[src/pkg/i2cna_pkg.sv]
// Constants, carriers and state types for the acknowledge, arbitration and SCL low-time block
package i2cna_pkg;
    // ==========================================================
    // Register byte offsets on the APB
    localparam logic [7:0] I2CNA_ADDR_STATUS = 8'h00; // Flags, bus-busy view
    localparam logic [7:0] I2CNA_ADDR_ISRC = 8'h04; // Interrupt source register
    localparam logic [7:0] I2CNA_ADDR_MODE = 8'h08; // Mode register
    localparam logic [7:0] I2CNA_ADDR_LOWDIV = 8'h0c; // SCL low divider register
    localparam logic [7:0] I2CNA_ADDR_HIGHDIV = 8'h10; // SCL high divider register

    // ==========================================================
    // Field positions
    localparam int I2CNA_STAT_AL_BIT = 0; // Arbitration-lost flag
    localparam int I2CNA_STAT_NACK_BIT = 1; // No-acknowledge flag
    localparam int I2CNA_STAT_BB_BIT = 12; // Bus busy, read only
    localparam int I2CNA_MODE_MST_BIT = 10; // Master select
    localparam int I2CNA_MODE_STP_BIT = 11; // Stop request
    localparam int I2CNA_MODE_STT_BIT = 13; // Start request, self clearing
    localparam int I2CNA_MODE_OOR_BIT = 5; // Module out of reset
    localparam int I2CNA_DIV_MSB = 15; // Top bit of a divide field

    // ==========================================================
    // Reset values and codes
    localparam logic [15:0] I2CNA_DIV_RESET = 16'h0000; // Divide fields after reset
    localparam logic [31:0] I2CNA_ZERO_WORD = 32'h0000_0000; // Reserved bits, idle data
    localparam logic [2:0] I2CNA_ISRC_NONE = 3'h0; // No pending source
    localparam logic [2:0] I2CNA_ISRC_AL = 3'h1; // Arbitration lost
    localparam logic [2:0] I2CNA_ISRC_NACK = 3'h2; // No acknowledge

    // ==========================================================
    // Timing: SCL phase length is (divide value + offset) module clocks
    localparam logic [16:0] I2CNA_DIV_OFFSET = 17'h0_0006; // Fixed added cycles
    localparam logic [16:0] I2CNA_DIV_LAST = I2CNA_DIV_OFFSET - 17'h0_0001; // Last count

    // ==========================================================
    // Carriers
    typedef struct packed {
        logic ack_valid; // One-cycle pulse: acknowledge slot sampled
        logic nack; // Sampled slot held a no-acknowledge
        logic gen_call; // Transfer in progress is a general call
        logic arb_lost; // One-cycle pulse: arbitration contest lost
    } i2cna_serial_evt_t;

    typedef struct packed {
        logic out_of_reset; // Module released from reset
        logic master_sel; // Master role selected
        logic stop_req; // Stop condition requested
    } i2cna_mode_t;

    typedef enum logic [1:0] {SCL_IDLE, SCL_LOW, SCL_HIGH} i2cna_scl_state_t;
endpackage

[src/i2cna_core.sv]
// Flag, interrupt source and SCL divider logic with its APB register file
//
// Operation
// - Transmitter sees no-acknowledge: set nack flag
// - Later acknowledge clears the nack flag
// - Write one clears nack; zero keeps it
// - Reading nack source code clears nack
// - Module reset clears both flags
// - General call keeps nack reading set
// - Lost arbitration sets arbitration-lost flag
// - Start while bus busy sets arbitration-lost
// - Write one clears arbitration-lost flag
// - Reading arbitration source code clears it
// - Arbitration lost drops master and stop
// - Nack is pollable flag and interrupt
// - Arbitration-lost is pollable flag and interrupt
// - Master SCL divided from module clock
// - Low phase lasts divide value plus six
// - Divider upper half reads zero, resets zero
`timescale 1ns/1ps
module i2cna_core (
    input wire logic pclk, // Module clock, 125 MHz
    input wire logic presetn, // Asynchronous chip reset, active low
    input wire logic psel, // APB select
    input wire logic penable, // APB enable
    input wire logic pwrite, // APB direction, high for write
    input wire logic [7:0] paddr, // APB byte address
    input wire logic [31:0] pwdata, // APB write data
    output logic [31:0] prdata, // APB read data
    output logic pready, // APB ready
    output logic pslverr, // APB error for unmapped address
    input wire i2cna_pkg::i2cna_serial_evt_t serial_evt, // Events from the shifter
    input wire logic bus_busy, // Bus busy from the line monitor
    output logic nack_irq, // No-acknowledge interrupt request
    output logic al_irq, // Arbitration-lost interrupt request
    output logic master_active, // Master select bit of the mode register
    output logic stop_pending, // Stop request bit of the mode register
    output logic start_go, // One-cycle pulse: start accepted
    output logic scl_o, // SCL drive level, always low
    output logic scl_oe // SCL output enable, high while pulling low
);
    import i2cna_pkg::*;

    // ==========================================================
    // State
    logic nack_flag_r; // No-acknowledge flag
    logic al_flag_r; // Arbitration-lost flag
    i2cna_mode_t mode_r; // Mode register fields
    logic [15:0] low_div_r; // SCL low divide value
    logic [15:0] high_div_r; // SCL high divide value
    logic [31:0] prdata_r; // Registered read data
    logic pready_r; // Registered ready
    logic pslverr_r; // Registered error
    logic [2:0] isrc_code_r; // Source code handed out on the current read
    logic start_go_r; // Start accepted pulse
    i2cna_scl_state_t scl_state_r; // SCL generator phase
    logic [16:0] scl_cnt_r; // Cycles spent in the current phase
    logic scl_oe_r; // SCL pull-low enable

    // ==========================================================
    // Bus decode
    logic acc; // Access phase completes at this edge
    logic wr_acc; // Completing write
    logic rd_acc; // Completing read
    logic mapped; // Address hits a register
    logic start_try; // Software asks for a start
    logic al_set; // Any arbitration-lost cause this cycle
    logic nack_set; // Any no-acknowledge cause this cycle

    // Source code priority: arbitration lost first, then no-acknowledge
    function automatic logic [2:0] isrc_of(input logic al, input logic nack);
        if (al) begin
            return I2CNA_ISRC_AL;
        end else if (nack) begin
            return I2CNA_ISRC_NACK;
        end
        return I2CNA_ISRC_NONE;
    endfunction

    // Address map check for the error response; the read path decodes paddr itself
    function automatic logic is_mapped(input logic [7:0] a);
        return (a == I2CNA_ADDR_STATUS) || (a == I2CNA_ADDR_ISRC) || (a == I2CNA_ADDR_MODE)
            || (a == I2CNA_ADDR_LOWDIV) || (a == I2CNA_ADDR_HIGHDIV);
    endfunction

    assign acc = psel && penable && pready_r;
    assign wr_acc = acc && pwrite && !pslverr_r;
    assign rd_acc = acc && !pwrite && !pslverr_r;
    assign mapped = is_mapped(paddr);
    // A start counts only when it is written together with master select
    assign start_try = wr_acc && (paddr == I2CNA_ADDR_MODE) && pwdata[I2CNA_MODE_STT_BIT]
        && pwdata[I2CNA_MODE_MST_BIT] && mode_r.out_of_reset;
    assign al_set = mode_r.out_of_reset && (serial_evt.arb_lost
        || (start_try && bus_busy));
    // General call forces the flag even on an acknowledge
    assign nack_set = mode_r.out_of_reset && serial_evt.ack_valid
        && (serial_evt.nack || serial_evt.gen_call);

    // ==========================================================
    // APB slave: one wait state, so every answer leaves a flip-flop
    always_ff @(posedge pclk or negedge presetn) begin
        if (!presetn) begin
            pready_r <= 1'b0;
            pslverr_r <= 1'b0;
            prdata_r <= I2CNA_ZERO_WORD;
            isrc_code_r <= I2CNA_ISRC_NONE;
        end else if (psel && penable && !pready_r) begin
            // First access cycle: prepare the answer
            pready_r <= 1'b1;
            pslverr_r <= !mapped;
            prdata_r <= I2CNA_ZERO_WORD;
            isrc_code_r <= I2CNA_ISRC_NONE;
            if (!pwrite) begin
                unique case (paddr)
                    I2CNA_ADDR_STATUS: begin
                        prdata_r[I2CNA_STAT_AL_BIT] <= al_flag_r;
                        prdata_r[I2CNA_STAT_NACK_BIT] <= nack_flag_r;
                        prdata_r[I2CNA_STAT_BB_BIT] <= bus_busy;
                    end
                    I2CNA_ADDR_ISRC: begin
                        // Latch the code so the clear matches what software saw
                        prdata_r[2:0] <= isrc_of(al_flag_r, nack_flag_r);
                        isrc_code_r <= isrc_of(al_flag_r, nack_flag_r);
                    end
                    I2CNA_ADDR_MODE: begin
                        prdata_r[I2CNA_MODE_OOR_BIT] <= mode_r.out_of_reset;
                        prdata_r[I2CNA_MODE_MST_BIT] <= mode_r.master_sel;
                        prdata_r[I2CNA_MODE_STP_BIT] <= mode_r.stop_req;
                    end
                    I2CNA_ADDR_LOWDIV: begin
                        prdata_r[I2CNA_DIV_MSB:0] <= low_div_r;
                    end
                    I2CNA_ADDR_HIGHDIV: begin
                        prdata_r[I2CNA_DIV_MSB:0] <= high_div_r;
                    end
                    default: begin
                        prdata_r <= I2CNA_ZERO_WORD; // Unmapped reads return zero
                    end
                endcase
            end
        end else begin
            pready_r <= 1'b0;
            pslverr_r <= 1'b0;
        end
    end

    // ==========================================================
    // No-acknowledge flag: hardware set beats every clear
    always_ff @(posedge pclk or negedge presetn) begin
        if (!presetn) begin
            nack_flag_r <= 1'b0;
        end else if (!mode_r.out_of_reset) begin
            nack_flag_r <= 1'b0;
        end else if (nack_set) begin
            nack_flag_r <= 1'b1;
        end else if (serial_evt.ack_valid) begin
            nack_flag_r <= 1'b0;
        end else if (wr_acc && paddr == I2CNA_ADDR_STATUS && pwdata[I2CNA_STAT_NACK_BIT]) begin
            nack_flag_r <= 1'b0;
        end else if (rd_acc && paddr == I2CNA_ADDR_ISRC && isrc_code_r == I2CNA_ISRC_NACK) begin
            nack_flag_r <= 1'b0;
        end
    end

    // ==========================================================
    // Arbitration-lost flag: stays until one of its clears
    always_ff @(posedge pclk or negedge presetn) begin
        if (!presetn) begin
            al_flag_r <= 1'b0;
        end else if (!mode_r.out_of_reset) begin
            al_flag_r <= 1'b0;
        end else if (al_set) begin
            al_flag_r <= 1'b1;
        end else if (wr_acc && paddr == I2CNA_ADDR_STATUS && pwdata[I2CNA_STAT_AL_BIT]) begin
            al_flag_r <= 1'b0;
        end else if (rd_acc && paddr == I2CNA_ADDR_ISRC && isrc_code_r == I2CNA_ISRC_AL) begin
            al_flag_r <= 1'b0;
        end
    end

    // ==========================================================
    // Mode register: a lost contest demotes to slave-receiver
    always_ff @(posedge pclk or negedge presetn) begin
        if (!presetn) begin
            mode_r <= '0;
        end else if (al_set) begin
            // Software may still move the reset bit in the same write
            if (wr_acc && paddr == I2CNA_ADDR_MODE) begin
                mode_r.out_of_reset <= pwdata[I2CNA_MODE_OOR_BIT];
            end
            mode_r.master_sel <= 1'b0;
            mode_r.stop_req <= 1'b0;
        end else if (wr_acc && paddr == I2CNA_ADDR_MODE) begin
            mode_r.out_of_reset <= pwdata[I2CNA_MODE_OOR_BIT];
            mode_r.master_sel <= pwdata[I2CNA_MODE_MST_BIT];
            mode_r.stop_req <= pwdata[I2CNA_MODE_STP_BIT];
        end
    end

    // Start pulse toward the shifter when the bus is free
    always_ff @(posedge pclk or negedge presetn) begin
        if (!presetn) begin
            start_go_r <= 1'b0;
        end else begin
            start_go_r <= start_try && !bus_busy;
        end
    end

    // ==========================================================
    // Divider registers: sixteen bits kept, upper half dropped on write.
    // Changing them with the module running gives one odd-length phase.
    always_ff @(posedge pclk or negedge presetn) begin
        if (!presetn) begin
            low_div_r <= I2CNA_DIV_RESET;
            high_div_r <= I2CNA_DIV_RESET;
        end else if (wr_acc) begin
            if (paddr == I2CNA_ADDR_LOWDIV) begin
                low_div_r <= pwdata[I2CNA_DIV_MSB:0];
            end
            if (paddr == I2CNA_ADDR_HIGHDIV) begin
                high_div_r <= pwdata[I2CNA_DIV_MSB:0];
            end
        end
    end

    // ==========================================================
    // SCL generator: low for low_div+6 clocks, high for high_div+6
    always_ff @(posedge pclk or negedge presetn) begin
        if (!presetn) begin
            scl_state_r <= SCL_IDLE;
            scl_cnt_r <= '0;
            scl_oe_r <= 1'b0;
        end else if (!(mode_r.master_sel && mode_r.out_of_reset)) begin
            // Slave role or held in reset: release the line
            scl_state_r <= SCL_IDLE;
            scl_cnt_r <= '0;
            scl_oe_r <= 1'b0;
        end else begin
            unique case (scl_state_r)
                SCL_IDLE: begin
                    scl_state_r <= SCL_LOW;
                    scl_cnt_r <= '0;
                    scl_oe_r <= 1'b1;
                end
                SCL_LOW: begin
                    if (scl_cnt_r == {1'b0, low_div_r} + I2CNA_DIV_LAST) begin
                        scl_state_r <= SCL_HIGH;
                        scl_cnt_r <= '0;
                        scl_oe_r <= 1'b0;
                    end else begin
                        scl_cnt_r <= scl_cnt_r + 17'h0_0001;
                    end
                end
                SCL_HIGH: begin
                    if (scl_cnt_r == {1'b0, high_div_r} + I2CNA_DIV_LAST) begin
                        scl_state_r <= SCL_LOW;
                        scl_cnt_r <= '0;
                        scl_oe_r <= 1'b1;
                    end else begin
                        scl_cnt_r <= scl_cnt_r + 17'h0_0001;
                    end
                end
                default: begin
                    // Unused state code: fall back to a released line
                    scl_state_r <= SCL_IDLE;
                    scl_cnt_r <= '0;
                    scl_oe_r <= 1'b0;
                end
            endcase
        end
    end

    // ==========================================================
    // Outputs, all from flip-flops except scl_o, which is tied low
    assign prdata = prdata_r;
    assign pready = pready_r;
    assign pslverr = pslverr_r;
    assign nack_irq = nack_flag_r;
    assign al_irq = al_flag_r;
    assign master_active = mode_r.master_sel;
    assign stop_pending = mode_r.stop_req;
    assign start_go = start_go_r;
    assign scl_o = 1'b0; // Open drain: only ever pulls low
    assign scl_oe = scl_oe_r;

    logic [16:0] lo_len_q; // Cycles the line has been pulled low
    always_ff @(posedge pclk or negedge presetn) begin
        if (!presetn) begin
            lo_len_q <= '0;
        end else begin
            lo_len_q <= scl_oe_r ? lo_len_q + 17'h0_0001 : 17'h0_0000;
        end
    end
endmodule

[config.mk]
export PLATFORM = sky130hd
export DESIGN_NAME = i2cna_core
export DESIGN_NICKNAME = d
export VERILOG_FILES = /design/src/pkg/i2cna_pkg.sv /design/src/i2cna_core.sv
export SDC_FILE = /design/constraint.sdc
export NUM_CORES = 1
export LEC_CHECK = 0
export ABC_CLOCK_PERIOD_IN_PS = 3300
export BUFFER_PORTS_ARGS = -buffer_cell sky130_fd_sc_hd__buf_2
export CORE_MARGIN = 5
export CORE_UTILIZATION = 56
export CTS_CLUSTER_SIZE = 8
export DETAILED_ROUTE_END_ITERATION = 8
export GPL_TIMING_DRIVEN = 0
export PLACE_DENSITY = 0.91
export SLEW_MARGIN = 20
export SYNTH_ARGS = -nofsm -noshare
export SYNTH_HDL_FRONTEND = slang
export SYNTH_SLANG_ARGS = --single-unit
[constraint.sdc]
create_clock -name pclk -period 3.3 [get_ports pclk]
set_clock_uncertainty 0.15 [all_clocks]
set_input_delay 0.33 -clock pclk [delete_from_list [all_inputs] [get_ports pclk]]
set_output_delay 0.33 -clock pclk [all_outputs]
set_load 0.05 [all_outputs]
==> results of run 1 <==
==> per-stage QoR <==
step / total power (µW) / hold WS [ns]
final: 1900 / 0.0669
after global routing: 1960 / 0.0514
after CTS: 1910 / 0.0540
after detailed placement: 1120 / 0.191
after global placement: 1110 / 0.309
after floorplan: 1060 / -0.116
==> what timing repair did <==
| action | in CTS | in global routing |
|---|---|---|
| setup endpoints to repair | 17 | 19 |
| pin swaps | 0 | 1 |
| setup buffers | 0 | 1 |
| endpoints found under the hold margin | 40 | 0 |
| hold buffers | 2 | 0 |
| resized for setup | 3 | 2 |
==> report_power, final <==
group	internal [µW]	switching [µW]	total [µW]	leakage (µW)
Clock	431	367	798	0.000104
Sequential	958	2.96	960	0.00108
Combinational	40.8	98.3	139	0.00139
Total	1430	468	1900	0.00258
==> cells in the final DEF, fill, tap and decap left out, drive strengths merged, types with 6 or more instances in the layout <==
master / Yosys / routed
nor2: 37 / 37
conb: 1 / 17
nand4: 7 / 7
o21ai: 27 / 27
and4: 6 / 6
mux2: 36 / 36
xnor2: 33 / 33
dfrtp: 78 / 78
a22oi: 15 / 15
nor3: 11 / 11
nand2: 48 / 48
clkbuf: 17 / 27
buf: 24 / 82
inv: 9 / 11
and3: 8 / 8
nand3: 19 / 19
ha: 7 / 7
xor2: 23 / 23
==> cell families (layout without fill, tap and decap cells) <==
group | count (synthesis) | after routing | synth area share (%)
compound gates | 90 | 90 | 13.6
xor+xnor | 56 | 56 | 10.4
fa+ha+maj | 7 | 7 | 1.85
buf+inv | 50 | 126 | 5.69
flops | 78 | 78 | 41.3
mux | 40 | 40 | 9.43
other cells | 1 | 17 | 0.0794
simple gates | 165 | 165 | 17.6
==> final cells by class <==
class | instances | area (µm²)
well taps | 105 | 131
flip-flops and latches | 78 | 1950
fillers | 637 | 2720
clock buffers | 10 | 128
plain buffers | 41 | 235
clock inverters | 6 | 92.6
repair buffers | 60 | 343
multi-input cells | 375 | 2580
inverters | 9 | 33.8
==> registers in the layout (all words and copies together) (netlist names), 2 cells and up <==
register     cells
low_div_r       16
scl_cnt_r       17
isrc_code_r      2
high_div_r      16
scl_state_r      2
prdata          16
==> critical path: stages, from the launching register on <==
cell	delay, ns
dfrtp_1	0.47
ha_1	0.25
o211a_1	0.29
nand4_1	0.16
xnor2_1	0.17
a2111oi_2	0.40
o2111ai_1	0.22
o31a_1	0.34
o2111ai_4	0.33
buf_6	0.19
nor2_1	0.04
==> cells in the mapped netlist (2+ instances only) <==
cell / instances
dfrtp_1: 78
nand2_1: 48
nor2_1: 37
mux2_2: 36
xnor2_1: 33
o21ai_0: 26
xor2_1: 23
nand3_1: 19
buf_4: 18
clkbuf_1: 17
a22oi_1: 15
nor3_1: 11
inv_1: 9
and3_1: 8
ha_1: 7
and4_1: 6
nand4_1: 6
a21oi_1: 5
buf_2: 5
a2111oi_0: 4
a211oi_1: 4
a21o_1: 4
a31oi_1: 4
and2_1: 4
mux2i_1: 4
nand3b_1: 4
o21a_1: 4
nand4b_1: 3
nor4_1: 3
o211ai_1: 3
a41oi_1: 2
and4b_1: 2
nand2b_1: 2
nor2b_1: 2
nor3b_1: 2
o211a_1: 2
o311ai_0: 2
o31a_1: 2
o31ai_1: 2
or2_2: 2
==> how the worst min path moves through the flow <==
stage                     startpoint            end  slack (ns)  cells after the start
after CTS                 pwdata[12]  low_div_r[12]        0.05                      2
after detailed placement     presetn   low_div_r[8]        0.19                      1
after global placement     prdata[4]      prdata[4]        0.31                      2
after global routing       pwdata[9]  high_div_r[9]        0.05                      2
final                     pwdata[12]  low_div_r[12]        0.07                      2
after floorplan              presetn         al_irq       -0.12                      0
==> per-layer routing <==
layer	share of wire, %	track usage [%]	vias up
li1	-	-	1895
met1	41	31.3	1943
met2	50	41.2	178
met3	7.5	6.69	18
met4	1.5	6.26	0
met5	0	0	-
==> metrics.txt, run 1 <==
run status=completed; CP Launch Type=register; antenna diode count=0; Pleak=roughly 0.0026 µW; Die Ht=102 µm; sequential cell area fraction in the yosys report=between 40 and 50%; CTS HTree Levels=3; Synth cell types=between 50 and 60; maxcap violations=0; RSZ-0062 raised after global routing=false; I/O Buffers=56; Final Net Count=approximately 630; drt first pass iters=5; HP Class=input pin to register; Top FF cell, synth=dfrtp_1; R2R cell count=10; vias in the first global route=between 4,000 and 5,000; post-synthesis cell area=0.00472 mm²; CTS tree=yes; Clock Tree Root=clkbuf_8; Area Overhead vs Synth=16.3%; Worst Path Max Fanout=10; first-pass GRT wire length=19,900 µm; # rows=33; pwr/cell area=between 300 and 400 mW/mm²; final hold violations=0; Fmax=around 320 MHz; Placed Instances=between 600 and 700; Longest Clk Path Bufs=2; HPWL after DPL=~9400 µm; Setup CP Type=register to register; crit end category=register; Initial Util=between 50% and 60%; DRT Wirelength=around 12,000 µm; Post-synth EDFFs=0; final setup vio count=0; Vias/cell=approximately 5.9; total I/O pin count=slightly above 90; GRT Util Overall=around 24%; width of the die=approximately 100 µm; grt ovf=0; crit share post-route=a little over nine tenths; Gate Count Post-Synth=about 490; Yosys top cell by area=dfrtp_1; Worst Tran Pin Value=between 0.6 and 0.7 ns; setup slack after layout=approximately 0.17 ns; die area=about 0.010 mm²; relative slew slack=between 50% and 60%; Synth Register Bits=78; Final Slew Violations=0; core footprint=approximately 0.0082 mm²; syn_area_per_cell=around 9.7 µm²; Worst-Skew Late Latency=between 0.3 and 0.4 ns; largest cells by area after synthesis=dfrtp_1, mux2_2, xnor2_1; post-route cell area=between 0.005 and 0.006 mm²; Starting DRT DRC Count=around 220; initial antenna violation count=0; Arrival @ worst endpoint=roughly 3.2 ns; FFs w/ async S/R, synth=100%; YS warnings=0; DR DRC count=0; minimum clock period after layout=around 3.1 ns; CP Capture Point=scl_cnt_r[0]; CTS sink count=78; clock slew at reported path FFs=around 0.090 ns; average wire per standard cell=18.1 µm; cts bufs inserted=9; required time worst endpoint=between 3 and 4 ns; reg2reg setup slack=0.17 ns; Final GP Congestion=between 0.9 and 1; Area after DPL=between 0.005 and 0.006 mm²; fin util=between 60% and 70%; crit path from=high_div_r[0]; VDD IR-drop max=0.000264 V; largest net degree at the start of global routing=41; share of layout cells above drive strength 1=around 24%; total number of vias=~4,000; setup TNS=0 ns; antenna viol nets, final=0; post-place setup slack=-0.165 ns; post-synth top area share=41.3%; Finished Layout Cells=between 600 and 700; Reg2Reg Capture Point=scl_cnt_r[0]; r2r startpoint=high_div_r[0]
Power figures use the tool's default switching activity.
==> inputs of run 2 (changes only) <==
CORE_MARGIN = 2   (was 5)
==> metrics.txt, run 2 (synthesis gave the netlist of run 1 again) <==
Worst path slowest cell=or4_1; total I/O pin count=91 (unchanged); commonest non-fill, non-tap cell in the layout=dfrtp_1; Largest register FFs=17 (unchanged); Arrival @ worst endpoint=3.21 ns (about the same); crit share post-route=94.3% (-0.63 points); width of the die=95.9 µm (-5.9%); Initial Util=57.5% (unchanged); Final GP Congestion=0.968 (+1.6%); share of layout cells above drive strength 1=24.4% (+0.21 points); vias in the first global route=3,990 (-0.37%); final setup vio count=0 (unchanged); drt first pass iters=6 (+1); reg2reg setup slack=0.19 ns (+0.02 ns); FILL cells=626 (-1.7%); CTS tree=yes; required time worst endpoint=3.39 ns (about the same); Reg2Reg Capture Point=scl_cnt_r[0]; Clock Tree Root=clkbuf_8; DRT Wirelength=12,200 µm (-1.2%); Starting DRT DRC Count=402 (+86%); post-place setup slack=-0.0126 ns (+0.153 ns); RSZ-0062 raised after global routing=false; final hold violations=0 (unchanged); Die Ht=95.9 µm (-5.9%); Final Net Count=630 (-0.16%); average wire per standard cell=17.9 µm (-1.1%); hold path depth=2 (unchanged); sw power=470 µW (+0.55%); HP Start=pwdata[12]; antenna diode count=0 (unchanged); Clock power frac=44.3% (+2.2 points); minimum clock period after layout=3.11 ns (-0.0207 ns); clock slew at reported path FFs=0.09 ns (about the same); VDD IR-drop max=0.000261 V (-1.0%); P_int=1500 µW (+5.2%); pwr/cell area=359 mW/mm² (+3.8%); HP Class=input pin to register; Pleak=0.00259 µW (+0.34%); logic gate share of total power=7.1% (-0.2 points); cts bufs inserted=9 (unchanged); Fmax=321 MHz (+0.67%); Flop pwr share=48.6% (-2.0 points); CP Launch Type=register; Area Overhead vs Synth=16.6%; Power, Total=1970 µW (+4.1%); Sequential cell area=0.00195 mm² (unchanged); core footprint=0.00822 mm² (unchanged); sw frac=23.8% (-0.83 points); CTS sink count=78 (unchanged); maxcap violations=0 (unchanged); # rows=33 (unchanged); first-pass GRT wire length=19,500 µm (-2.1%); relative slew slack=52.6% (-2.2 points); Vias/cell=6.11 (+3.6%); crit end category=register; r2r startpoint=low_div_r[2]; die area=0.00919 mm² (-11%); largest net degree at the start of global routing=42 (+2.4%); I/O Buffers=56 (unchanged); grt ovf=0 (unchanged); crit-path max cell delay=0.58 ns (+0.11 ns); Final Slew Violations=0 (unchanged); initial antenna violation count=0 (unchanged); area of the multi-input gates=0.00259 mm² (+0.29%); R2R cell count=10 (unchanged); most frequent cells in the layout=dfrtp_1, buf_2, nand2_1; GRT Util Overall=27.5% (+3.1 points); run status=completed; setup slack after layout=0.188 ns (+0.0207 ns); Longest Clk Path Bufs=2 (unchanged); CTS HTree Levels=3 (unchanged); Worst Path Max Fanout=10 (unchanged); critical-path cell list=buf_2 -> a21oi_1 -> or4_1 -> nand2b_1 -> a41oi_1 -> o21ai_1 -> o31a_1 -> o2111ai_4 -> buf_6 -> nor2_1; fin util=67.0% (+0.15 points); total number of vias=4,174 (+3.5%); Worst Tran Pin Value=0.711 ns (+0.0329 ns); Setup CP Type=register to register; DR DRC count=0 (unchanged); antenna viol nets, final=0 (unchanged); Worst-Skew Late Latency=0.36 ns (about the same); hold slack=0.0594 ns (-0.00751 ns); HPWL after DPL=9030 µm (-4.1%); Reg with most FFs=scl_cnt_r; Hold Path Sink=high_div_r[12]
-- run 2: critical path, delay by kind of cell (launching register included) --
| kind | cells | cell delay, ns |
|---|---|---|
| buffers and inverters | 2 | 0.45 |
| AOI/OAI and AO/OA | 5 | 1.26 |
| and+or+nand+nor | 3 | 0.80 |
| DFF | 1 | 0.33 |
-- run 2: worst max-delay path by stage --
stage | from | endpoint | slack, ns | cells after the start
global route | low_div_r[2] | scl_cnt_r[13] | 0.04 | 10
floorplan | high_div_r[0] | scl_cnt_r[0] | 0.67 | 10
global placement | low_div_r[0] | scl_cnt_r[15] | 0.05 | 9
finish | low_div_r[2] | scl_cnt_r[0] | 0.19 | 10
detailed placement | low_div_r[0] | scl_cnt_r[0] | -0.01 | 9
CTS | low_div_r[0] | scl_cnt_r[0] | 0.02 | 9
-- run 2: power groups by stage --
stage,clock (µW),sequential (µW),combinational (µW)
6_report,875,961,140
3_5_place_dp,0,979,136
3_3_place_gp,0,979,129
5_1_grt,927,961,151
4_1_cts,878,960,139
2_1_floorplan,0,984,75.4
-- run 2: area by class of cell --
| type | instances | area share, % |
|---|---|---|
| Tap cell | 105 | 2.39 |
| Timing Repair Buffer | 59 | 5.86 |
| Inverter | 9 | 0.613 |
| Clock buffer | 9 | 2.25 |
| Multi-Input combinational cell | 375 | 47.0 |
| Sequential cell | 78 | 35.4 |
| Buffer | 41 | 4.27 |
| Clock inverter | 7 | 2.20 |
-- run 2: repair_timing --
item / 4_1_cts / 5_1_grt
hold endpoints to repair: 38 / 0
resized for setup: 1 / 6
buffers inserted: 0 / 0
hold buffers: 2 / 0
setup endpoints to repair: 10 / 20
-- run 2: through the flow --
stage               TNS (ns)  cells  instance area (µm²)
floorplan                  0    503                 4780
global placement           0    664                 5200
detailed placement   -0.0336    665                 5220
CTS                        0    683                 5490
global route               0    683                 5510
finish                     0    683                 5510
-- run 2: layer usage --
metal,vias up,global-route usage [%],wire length [µm],part of all wire [%]
li1,1878,-,-,-
met1,2028,36.0,4960,41
met2,221,45.8,5990,49
met3,47,5.64,908,7.4
met4,0,9.17,356,2.9
met5,-,0,0,0
